`config.mk`:
```
export PLATFORM = sky130hd
export DESIGN_NAME = rcms_sequencer
export DESIGN_NICKNAME = d
export VERILOG_FILES = /design/src/rtl/rcms_pkg.sv /design/src/rtl/rcms_sequencer.sv
export SDC_FILE = /design/constraint.sdc
export NUM_CORES = 1
export LEC_CHECK = 0
export ABC_AREA = 1
export BUFFER_PORTS_ARGS = -buffer_cell sky130_fd_sc_hd__clkbuf_2
export CORE_MARGIN = 2
export CORE_UTILIZATION = 63
export DETAILED_ROUTE_END_ITERATION = 8
export GPL_TIMING_DRIVEN = 0
export PLACE_DENSITY_LB_ADDON = 0.12
export REMOVE_ABC_BUFFERS = 1
export SYNTH_ARGS = -nofsm -noshare
export SYNTH_HDL_FRONTEND = slang
export SYNTH_SLANG_ARGS = --single-unit
export TNS_END_PERCENT = 50
```
`constraint.sdc`:
```
create_clock -name mclk -period 5.47 [get_ports mclk]
set_input_delay 0.2735 -clock mclk [delete_from_list [all_inputs] [get_ports mclk]]
set_output_delay 0.2735 -clock mclk [all_outputs]
set_load 0.005 [all_outputs]
```
`src/rtl/rcms_pkg.sv`:
```
// Purpose: constants and types for the reset, clock and operation mode sequencer
// Assumes: one 10 MHz clock; the slow oscillator rate is an enable pulse
// Notes:   host messages arrive already decoded from the serial interface
// Operation
// - any of five sources asserts system reset
// - brown-out extends power-up reset until cleared
// - fast oscillator clocks transmit, converters, processing
// - fast oscillator stopped during deep sleep
// - slow oscillator tick clocks power-saving logic
// - processing entry and exit events
// - wake-on-approach entry and exit events
// - deep sleep via message, halts everything
// - processing keeps all domains and units active
// - tracking and gestures only in processing
// - power saving configured by host messages
// - serial start or master clear ends sleep
// - programmable slow-clock wake timer drives scans
package rcms_pkg;
	localparam int CLK_HZ      = 10_000_000;
	localparam int SLOW_HZ     = 32_000;
	localparam int SLOW_DIV    = CLK_HZ / SLOW_HZ;
	localparam int DIV_W       = $clog2(SLOW_DIV);
	localparam int PWRUP_NS    = 64_000;
	localparam int PWRUP_CYC   = (PWRUP_NS * (CLK_HZ / 1_000_000) + 999) / 1000;
	localparam int PWRUP_W     = $clog2(PWRUP_CYC + 1);
	localparam int WAKE_W      = 16;
	localparam logic [WAKE_W-1:0] WAKE_DEF = 16'h0C80;
	localparam logic [1:0] SCAN_TICKS = 2'h2;
	localparam int NSYNC       = 5;
	localparam int SY_MASTER_CLEAR_PIN     = 0;
	localparam int SY_POR      = 1;
	localparam int SY_BOR      = 2;
	localparam int SY_I2C      = 3;
	localparam int SY_HAND     = 4;

	typedef enum logic [2:0] {
		ST_RESET = 3'b000,
		ST_PROC  = 3'b001,
		ST_WOA   = 3'b010,
		ST_SLEEP = 3'b011,
		ST_WAKE  = 3'b100
	} rcms_mode_t;

	typedef enum logic [1:0] {
		MSG_PROC  = 2'b00,
		MSG_WOA   = 2'b01,
		MSG_SLEEP = 2'b10,
		MSG_NONE  = 2'b11
	} rcms_target_t;

	typedef struct packed {
		logic               valid;
		rcms_target_t       target;
		logic [WAKE_W-1:0]  wake_period;
	} rcms_host_msg_t;

	typedef struct packed {
		logic fast_oscillator_en;
		logic signal_processing_unit_run;
		logic watchdog_en;
		logic detect_en;
		logic tracking_en;
		logic power_domains_en;
	} rcms_ctrl_t;
endpackage : rcms_pkg

```
`src/rtl/rcms_sequencer.sv`:
```
// Purpose: system reset combiner, oscillator control and operation mode sequencer
// Assumes: mclk is the always-on 10 MHz clock; pads and analog flags are asynchronous
// Notes:   mode transitions are taken one cycle after their cause
`timescale 1ns/1ns
module rcms_sequencer
	import rcms_pkg::*;
(
	// clock and reset
	input  wire logic           mclk,
	input  wire logic           rst,
	// reset sources
	input  wire logic           master_clear_pin_n,
	input  wire logic           power_on_det,
	input  wire logic           brown_out_reset,
	input  wire logic           software_reset_req,
	input  wire logic           watchdog_reset,
	// wake and activity events
	input  wire logic           i2c_start_det,
	input  wire logic           hand_detect,
	input  wire logic           inactivity_timeout,
	input  wire logic           fast_oscillator_ready,
	// decoded host messages
	input  wire rcms_host_msg_t host_msg,
	// outputs
	output logic                system_reset_out,
	output rcms_ctrl_t          ctrl,
	output rcms_mode_t          mode_state,
	output logic                scan_pulse,
	output logic                slow_oscillator_tick
);

	////////////////////////////////////////////////////////////////////////////
	// input synchronisers
	logic [NSYNC-1:0] sync1;
	logic [NSYNC-1:0] sync2;
	logic [NSYNC-1:0] sync3;
	logic             i2c_rise;
	logic             hand_rise;

	always_ff @(posedge mclk) begin
		if (rst) begin
			sync1 <= {NSYNC{1'b0}};
			sync2 <= {NSYNC{1'b0}};
			sync3 <= {NSYNC{1'b0}};
		end else begin
			sync1 <= {hand_detect, i2c_start_det, brown_out_reset, power_on_det,
				~master_clear_pin_n};
			sync2 <= sync1;
			sync3 <= sync2;
		end
	end

	assign i2c_rise  = sync2[SY_I2C] & ~sync3[SY_I2C];
	assign hand_rise = sync2[SY_HAND] & ~sync3[SY_HAND];

	logic fosc_s1;
	logic fosc_rdy;

	always_ff @(posedge mclk) begin
		if (rst) begin
			fosc_s1  <= 1'b0;
			fosc_rdy <= 1'b0;
		end else begin
			fosc_s1  <= fast_oscillator_ready;
			fosc_rdy <= fosc_s1;
		end
	end

	////////////////////////////////////////////////////////////////////////////
	// slow oscillator tick
	logic [DIV_W-1:0] div_cnt;
	logic [DIV_W-1:0] next_div_cnt;
	logic             next_slow_tick;

	always_comb begin
		next_slow_tick = 1'b0;
		next_div_cnt   = div_cnt + 1'b1;
		if (div_cnt == DIV_W'(SLOW_DIV - 1)) begin
			next_div_cnt   = '0;
			next_slow_tick = 1'b1;
		end
	end

	always_ff @(posedge mclk) begin
		if (rst) begin
			div_cnt              <= '0;
			slow_oscillator_tick <= 1'b0;
		end else begin
			div_cnt              <= next_div_cnt;
			slow_oscillator_tick <= next_slow_tick;
		end
	end

	////////////////////////////////////////////////////////////////////////////
	// reset combiner
	logic [PWRUP_W-1:0] pwrup_cnt;
	logic [PWRUP_W-1:0] next_pwrup_cnt;
	logic               pwrup_done;
	logic               wdt_fire;
	logic               rst_src;

	assign pwrup_done = (pwrup_cnt == PWRUP_W'(PWRUP_CYC));
	assign wdt_fire   = watchdog_reset & ctrl.watchdog_en;
	// brown-out keeps reset asserted past the power-up delay
	assign rst_src    = sync2[SY_MASTER_CLEAR_PIN] | software_reset_req | wdt_fire
		| ~pwrup_done | sync2[SY_BOR];

	always_comb begin
		next_pwrup_cnt = pwrup_cnt;
		if (sync2[SY_POR])
			next_pwrup_cnt = '0;
		else if (!pwrup_done)
			next_pwrup_cnt = pwrup_cnt + 1'b1;
	end

	always_ff @(posedge mclk) begin
		if (rst) begin
			pwrup_cnt        <= '0;
			system_reset_out <= 1'b1;
		end else begin
			pwrup_cnt        <= next_pwrup_cnt;
			system_reset_out <= rst_src;
		end
	end

	////////////////////////////////////////////////////////////////////////////
	// mode sequencer and wake timer
	rcms_mode_t        next_mode;
	logic [WAKE_W-1:0] wake_period;
	logic [WAKE_W-1:0] next_wake_period;
	logic [WAKE_W-1:0] wake_cnt;
	logic [WAKE_W-1:0] next_wake_cnt;
	logic [1:0]        scan_cnt;
	logic [1:0]        next_scan_cnt;
	logic              next_scan_pulse;
	logic              scan_active;
	rcms_ctrl_t        next_ctrl;

	assign scan_active = (scan_cnt != 2'h0);

	function automatic rcms_ctrl_t ctrl_of(input rcms_mode_t m, input logic scan);
		rcms_ctrl_t c;
		c.fast_oscillator_en         = (m != ST_SLEEP) && (m != ST_WOA || scan);
		c.signal_processing_unit_run = (m == ST_PROC);
		c.watchdog_en                = (m == ST_PROC) || (m == ST_WOA);
		c.detect_en                  = (m == ST_PROC) || (m == ST_WOA && scan);
		c.tracking_en                = (m == ST_PROC);
		c.power_domains_en           = (m == ST_PROC);
		return c;
	endfunction : ctrl_of

	always_comb begin
		next_mode        = mode_state;
		next_wake_period = wake_period;
		next_wake_cnt    = wake_cnt;
		next_scan_cnt    = scan_cnt;
		next_scan_pulse  = 1'b0;
		if (host_msg.valid && host_msg.wake_period != '0)
			next_wake_period = host_msg.wake_period;
		if (rst_src) begin
			next_mode = ST_RESET;
		end else begin
			case (mode_state)
				ST_RESET: begin
					next_mode = ST_WAKE;
				end
				ST_WAKE: begin
					if (fosc_rdy)
						next_mode = ST_PROC;
				end
				ST_PROC: begin
					if (host_msg.valid && host_msg.target == MSG_WOA)
						next_mode = ST_WOA;
					else if (host_msg.valid && host_msg.target == MSG_SLEEP)
						next_mode = ST_SLEEP;
					else if (inactivity_timeout)
						next_mode = ST_WOA;
				end
				ST_WOA: begin
					if (i2c_rise || (hand_rise && scan_active))
						next_mode = ST_WAKE;
					else if (host_msg.valid && host_msg.target == MSG_SLEEP)
						next_mode = ST_SLEEP;
				end
				ST_SLEEP: begin
					// nothing inside the device leaves sleep without the host
					if (i2c_rise)
						next_mode = ST_WAKE;
				end
				default: begin
					next_mode = ST_RESET;
				end
			endcase
		end
		if (next_mode != ST_WOA || mode_state != ST_WOA) begin
			next_wake_cnt = next_wake_period;
			next_scan_cnt = 2'h0;
		end else if (slow_oscillator_tick) begin
			if (scan_active)
				next_scan_cnt = scan_cnt - 1'b1;
			if (wake_cnt <= 16'h0001) begin
				next_wake_cnt   = wake_period;
				next_scan_cnt   = SCAN_TICKS;
				next_scan_pulse = 1'b1;
			end else begin
				next_wake_cnt = wake_cnt - 1'b1;
			end
		end
		next_ctrl = ctrl_of(next_mode, next_scan_cnt != 2'h0);
	end

	always_ff @(posedge mclk) begin
		if (rst) begin
			mode_state  <= ST_RESET;
			wake_period <= WAKE_DEF;
			wake_cnt    <= WAKE_DEF;
			scan_cnt    <= 2'h0;
			scan_pulse  <= 1'b0;
			ctrl        <= '0;
		end else begin
			mode_state  <= next_mode;
			wake_period <= next_wake_period;
			wake_cnt    <= next_wake_cnt;
			scan_cnt    <= next_scan_cnt;
			scan_pulse  <= next_scan_pulse;
			ctrl        <= next_ctrl;
		end
	end

	////////////////////////////////////////////////////////////////////////////
	// assertions
	property p_master_clear_pin_reset;
		@(posedge mclk) disable iff (rst)
		sync2[SY_MASTER_CLEAR_PIN] |=> system_reset_out && mode_state == ST_RESET;
	endproperty
	a_master_clear_pin_reset: assert property (p_master_clear_pin_reset) else $error("master clear missed");

	property p_bor_hold;
		@(posedge mclk) disable iff (rst)
		pwrup_done && sync2[SY_BOR] |=> system_reset_out;
	endproperty
	a_bor_hold: assert property (p_bor_hold) else $error("brown-out not held");

	property p_sleep_fosc;
		@(posedge mclk) disable iff (rst)
		mode_state == ST_SLEEP |-> !ctrl.fast_oscillator_en;
	endproperty
	a_sleep_fosc: assert property (p_sleep_fosc) else $error("fast osc on in sleep");

	property p_sleep_halt;
		@(posedge mclk) disable iff (rst)
		mode_state == ST_SLEEP |-> !ctrl.signal_processing_unit_run
			&& !ctrl.watchdog_en && !ctrl.detect_en;
	endproperty
	a_sleep_halt: assert property (p_sleep_halt) else $error("activity in sleep");

	property p_proc_all_on;
		@(posedge mclk) disable iff (rst)
		mode_state == ST_PROC |-> ctrl.power_domains_en
			&& ctrl.signal_processing_unit_run && ctrl.fast_oscillator_en;
	endproperty
	a_proc_all_on: assert property (p_proc_all_on) else $error("processing not full");

	property p_track_proc;
		@(posedge mclk) disable iff (rst)
		ctrl.tracking_en |-> mode_state == ST_PROC;
	endproperty
	a_track_proc: assert property (p_track_proc) else $error("tracking outside proc");

	property p_slow_period;
		@(posedge mclk) disable iff (rst)
		slow_oscillator_tick |-> ##[312:312] slow_oscillator_tick;
	endproperty
	a_slow_period: assert property (p_slow_period) else $error("slow tick period");

	property p_wake_fosc;
		@(posedge mclk) disable iff (rst)
		mode_state == ST_WAKE && fosc_rdy && !rst_src |=> mode_state == ST_PROC;
	endproperty
	a_wake_fosc: assert property (p_wake_fosc) else $error("no proc after osc ready");

	property p_sleep_exit;
		@(posedge mclk) disable iff (rst)
		mode_state == ST_SLEEP && i2c_rise && !rst_src |=> mode_state == ST_WAKE;
	endproperty
	a_sleep_exit: assert property (p_sleep_exit) else $error("sleep exit missed");

	property p_proc_to_woa;
		@(posedge mclk) disable iff (rst)
		mode_state == ST_PROC && host_msg.valid && host_msg.target == MSG_WOA
			&& !rst_src |=> mode_state == ST_WOA;
	endproperty
	a_proc_to_woa: assert property (p_proc_to_woa) else $error("woa entry missed");

	property p_hand_wake;
		@(posedge mclk) disable iff (rst)
		mode_state == ST_WOA && hand_rise && scan_active && !rst_src
			|=> mode_state == ST_WAKE && ctrl.fast_oscillator_en && !ctrl.tracking_en;
	endproperty
	a_hand_wake: assert property (p_hand_wake) else $error("hand wake missed");

	property p_scan_pulse;
		@(posedge mclk) disable iff (rst)
		scan_pulse |-> mode_state == ST_WOA && scan_active && ctrl.detect_en;
	endproperty
	a_scan_pulse: assert property (p_scan_pulse) else $error("scan outside woa");

endmodule : rcms_sequencer

```
; Word-level counts from Yosys, hierarchy flattened
; Index checks and enable logic that the tools add are counted.
[classes]
n_addsub = 4
n_mul = 0
div = 0
order_cmp = 1
n_eq_ne = 13
shift = 0
mux = 19
n_bitwise = 12
n_reduce_logical = 19
[ops]
columns = op, n
row1 = $mux 16, 4
row2 = $mux 3, 8
row3 = $le 16x1->1 const B, 1
row4 = $reduce_bool 16->1, 1
row5 = $sub 16x1->16 const B, 1
row6 = $pmux 3 s5, 1
row7 = $add 10x1->10 const B, 1
row8 = $eq 10x10->1 const B, 1
row9 = $add 9x1->9 const B, 1
row10 = $eq 3x2->1 const B, 3
row11 = $eq 9x9->1 const B, 1
row12 = $ne 3x2->1 const B, 3
row13 = $mux 2, 4
row14 = $eq 3x1->1 const B, 2
row15 = $logic_and 1x1->1, 6
row16 = $reduce_bool 2->1, 3
row17 = $logic_or 1x1->1, 5
row18 = $not 1->1, 5
row19 = $or 1x1->1, 4
row20 = $reduce_or 2->1, 2
row21 = $and 1x1->1, 3
row22 = $eq 3x3->1 const B, 1
row23 = $logic_not 3->1, 1
row24 = $reduce_or 3->1, 1
row25 = other kinds (4), 5
[totals]
reg_bits = 80
latch_bits = 0
ram_bits = 0
mem_bits_ro = 0
inputBits = 30
elab_cells = 86
memories = 0

; Longest topological paths before layout
[logic_depth]
depth_word = 13
depth_mapped = 13
mapped_depth_nobuf = 13

; Worst setup path after synthesis
; OpenSTA, ideal clock, no wires.
[synth_path]
kind = register to register
startpoint = register pwrup_cnt[0]
endpoint = register wake_cnt[10]
setup_time_ns = 0.120
arrival_ns = 1.738
slack_ns = 3.611
stages_incl_launch_ff = 13
period_less_slack_ns = 1.859
path_cell_list = dfxtp_1 > inv_1 > ha_1 > nand3_1 > nor2_2 > nand2_1 > nor2_1 > nand2_2 > nor2_4 > buf_2 > nand3_1 > nand2_1 > nand3_1
[synth_via]
elab_chain_len = 8
elab_cells_between_ends = 9
[synth_lines]
columns = item, line_no
row1 = from (decl), rcms_sequencer.sv:96  ; logic [PWRUP_W-1:0] pwrup_cnt;
row2 = from (signal assigned), rcms_sequencer.sv:121  ; pwrup_cnt <= next_pwrup_cnt;
row3 = $eq 10x10->1 (*), rcms_sequencer.sv:102  ; assign pwrup_done = (pwrup_cnt == PWRUP_W'(PWRUP_CYC));
row4 = $not 1->1 (*), rcms_sequencer.sv:106  ; | ~pwrup_done | sync2[SY_BOR];
row5 = $or 1x1->1 (*) (2 in series), rcms_sequencer.sv:106
row6 = $mux 3 (*), rcms_sequencer.sv:160  ; if (rst_src) begin
row7 = $ne 3x2->1 (*), rcms_sequencer.sv:195  ; if (next_mode != ST_WOA || mode_state != ST_WOA) begin
row8 = $logic_or 1x1->1 (*), rcms_sequencer.sv:195
row9 = $mux 16 / $reduce_bool 2->1 (equally long branches), n/a
row10 = to (signal assigned), rcms_sequencer.sv:223  ; wake_cnt <= next_wake_cnt;
row11 = to (decl), rcms_sequencer.sv:131  ; logic [WAKE_W-1:0] wake_cnt;
; Mark *: on every way between the ends. The rest lies on a longest branch, timed or not.
; A chain may end at the register's enable or synchronous reset.

; Worst setup path after layout
[layout_path]
startpoint = register mode_state[1]
endpoint = register wake_cnt[6]
[layout_via]
elab_chain_len = 8
elab_cells_between_ends = 19
[layout_lines]
columns = item, line_no
row1 = from (decl), rcms_sequencer.sv:27  ; output rcms_mode_t mode_state,
row2 = from (signal assigned), rcms_sequencer.sv:221  ; mode_state <= next_mode;
row3 = $mux 3, rcms_sequencer.sv:176  ; else if (inactivity_timeout)
row4 = $mux 3, rcms_sequencer.sv:174  ; else if (host_msg.valid && host_msg.target == MSG_SLEEP)
row5 = $mux 3, rcms_sequencer.sv:172  ; if (host_msg.valid && host_msg.target == MSG_WOA)
row6 = $pmux 3 s5, rcms_sequencer.sv:163  ; case (mode_state)
row7 = $mux 3, rcms_sequencer.sv:160
row8 = $ne 3x2->1, rcms_sequencer.sv:195
row9 = $logic_or 1x1->1 (*), rcms_sequencer.sv:195
row10 = $mux 16 / $reduce_bool 2->1 (equally long branches), n/a
; Marked as above.

==> out/qor.yml <==
run_status:
  status: "finished clean"
placement:
  dp_hpwl_microns: 6200
  portBuffers: 41
  gp_congestion: 0.931
sta:
  slew_viol_final: 0
  fin_crit_sh_pct: 57.0
  slew_headroom_pct: 34.7
  finalHoldViolCount: 0
  fmax_mhz: 321
  fin_setup_tns_ps: 0
  clock-skew-final_ps: 7.36
  period_minus_slack_ps: 3120
  tightest_slew_ps: 976
  setup_viol: 0
  rsz0062_at_grt: "no"
floorplanning:
  dieArea_sq_mm: 0.00691
  core_sq_mm: 0.00599
  initial_core_util_pct: 65.8
  pin_count: 42
  num_rows: 28
  fp.dieW_microns: 83.1
  die_h_microns: 83.1
global_route:
  grt-ovfl-total: 0
  track_usage_pct: 26.5
  grt_pass1_vias: 3448
  grt_antenna_before_repair: 0
  grt_pass1_wl_microns: 15100
  grt_max_degree: 43
drt:
  first_iter_violations: 205
  vias: 3897
  viasPerCell: 5.44
  drt_pass1_iterations: 5
  ant_nets: 0
  avgRoutedWirePerCell_microns: 12.4
  drc_errors: 0
  finalWirelength_microns: 8900
clocking:
  htree_levels: 3
  cts_tree: "yes"
  numClockSinks: 77
  post-cts-setup-buffers: 0
  cts_inserted_buffers: 9
  clk_path_buf_depth: 2
  cts.repair.resized: 0
  worstSkewPairLatency_ps: 350
  cts-root-buf: "clkbuf_8"
  cts.clk_slew.worst_paths_ps: 80
  hold_buffers: 0
critical_path:
  endpoint_kind: "flop"
  cp_max_fo: 24
  critPathLaunchType: "flop"
  cp.required_ps: 5740
  crit_type: "flop to flop"
  arrival_ps: 3380
power_and_ir_drop:
  powerDensity_mw_per_mm2: 290
  p_leak_nw: 2.08
  peakVddDrop_v: 0.000232
  p_total_w: 0.00129
synth:
  syn_area_per_cell_sq_um: 6.53
  syn-cell-area_sq_mm: 0.00394
  yosys_warnings: 0
  yosysSeqAreaShare_pct: 39.1
  synth.distinct_cells: 35
  ys_ff_latch: 77
  syn-instance-count: 604
layout:
  synthToLayoutAreaGrowth_pct: 12.2
  drive_gt1_share_pct: 12.1
  final_nets: 672
  diodes: 0
flow_run:
  max_cap_violations: 0
min_path:
  holdCritPathClass: "primary input to flop"
## Yosys cell counts
library cell | number | area [sq um]
a21oi_1 | 21 | 105
nand3_1 | 54 | 270
o22ai_1 | 1 | 6.26
o21ai_1 | 2 | 10.0
nand2_1 | 147 | 552
o21a_1 | 3 | 22.5
buf_4 | 2 | 15.0
xnor2_1 | 2 | 17.5
a21boi_0 | 1 | 7.51
nand2_2 | 1 | 6.26
nand2_4 | 1 | 11.3
buf_2 | 1 | 5.00
inv_2 | 2 | 7.51
o211ai_1 | 9 | 67.6
nor2_4 | 2 | 22.5
clkbuf_1 | 13 | 48.8
or2_1 | 1 | 6.26
nor2_2 | 1 | 6.26
nor4_1 | 6 | 37.5
ha_1 | 5 | 62.6
nand4_1 | 15 | 93.8
a31oi_1 | 4 | 25.0
nand3_2 | 1 | 10.0
dfxtp_1 | 77 | 1540
buf_1 | 2 | 7.51
o21ai_0 | 23 | 115
nor3_4 | 1 | 16.3
or2_2 | 12 | 75.1
xor2_1 | 2 | 17.5
nor2_1 | 101 | 379
mux2i_1 | 1 | 10.0
inv_1 | 78 | 293
nand3b_1 | 2 | 15.0
buf_6 | 1 | 11.3
nor3_1 | 9 | 45.0
## worst max-delay path, cell delays in order, from the launching register on
cell and delay [ps]:
dfxtp_1 390, inv_1 100, nor3_4 750, nand3_1 290, nand3_2 170, nand2_2 100
nor2_4 410, nand2_4 270, nor2_4 320, nand2_1 90, a21oi_1 130
## kinds of logic (layout without fill, tap and decap cells)
logic type,after synthesis,in the layout,synth area share (%)
XOR/XNOR,4,4,0.889
multiplexers,1,1,0.254
adder cells (fa/ha/maj),5,5,1.59
AND/OR/NAND/NOR,354,354,39.2
buffers and inverters,99,137,9.84
flip-flops,77,77,39.1
AO/OA/AOI/OAI,64,64,9.11
## per-stage QoR
stage | utilization (%) | hold WS (ps) | setup slack, ps | area [sq um] | instances
after global routing | 73.9 | 51.7 | 2060 | 4430 | 717
after detailed placement | 69.3 | 394 | 2380 | 4150 | 701
after global placement | 69.3 | 389 | 2470 | 4150 | 701
final | 73.9 | 65.4 | 2350 | 4430 | 717
after CTS | 73.9 | 53.2 | 2370 | 4430 | 717
after floorplan | - | 340 | 3140 | 3850 | 585
## placed cells by master, fill, tap and decap left out, types with 2 or more instances in the layout
cell,instances
a21oi_1,21
a31oi_1,4
bufinv_16,4
clkbuf_2,41
clkbuf_8,10
dfxtp_1,77
ha_1,5
inv_1,78
inv_2,2
nand2_1,147
nand3_1,54
nand3b_1,2
nand4_1,15
nor2_1,101
nor2_4,2
nor3_1,9
nor4_1,6
o211ai_1,9
o21a_1,3
o21ai_0,23
o21ai_1,2
or2_2,12
xnor2_1,2
xor2_1,2
## path summary, 6_finish.rpt
| path | end | startpoint | cells past startpoint | slack (ps) |
|---|---|---|---|---|
| setup / recovery | wake_cnt[6]$_SDFFE_PP0P_ | mode_state[1]$_SDFF_PP0_ | 10 | 2350 |
| hold / removal | sync1[0]$_SDFF_PP0_ | master_clear_pin_n | 2 | 70 |
| setup reg to reg | wake_cnt[6]$_SDFFE_PP0P_ | mode_state[1]$_SDFF_PP0_ | 10 | 2350 |
| hold reg to reg | sync2[0]$_SDFF_PP0_ | sync1[0]$_SDFF_PP0_ | 2 | 400 |
## layout make-up
class	instances	area, sq um
Multi-Input combinational cell	428	2010
Clock buffer	10	138
Fill cell	508	1570
Inverter	80	300
Clock inverter	6	134
Tap cell	75	93.8
Timing Repair Buffer	41	205
Sequential cell	77	1540
## metal layers
metal / vias up / track usage (%) / wire (microns)
li1: 1998 / - / -
met1: 1748 / 33.5 / 4030
met2: 130 / 44.4 / 4090
met3: 21 / 5.37 / 573
met4: 0 / 10.3 / 208
met5: - / 0 / 0
## flip-flops by register name (all words and copies together), names as in the netlist
| name | flops |
|---|---|
| ctrl | 4 |
| div_cnt | 9 |
| fosc_rdy | 1 |
| fosc_s1 | 1 |
| mode_state | 3 |
| pwrup_cnt | 10 |
| scan_cnt | 2 |
| scan_pulse | 1 |
| slow_oscillator_tick | 1 |
| sync1 | 5 |
| sync2 | 5 |
| sync3 | 2 |
| system_reset_out | 1 |
| wake_cnt | 16 |
| wake_period | 16 |
## where the power goes
group | leakage, nW | switching, W | internal [W] | total (W)
clock network | 0.136 | 0.000211 | 0.000362 | 0.000572
registers | 0.633 | 0.0000172 | 0.000584 | 0.000601
logic | 1.31 | 0.0000686 | 0.0000431 | 0.000112
Power figures use the tool's default switching activity.
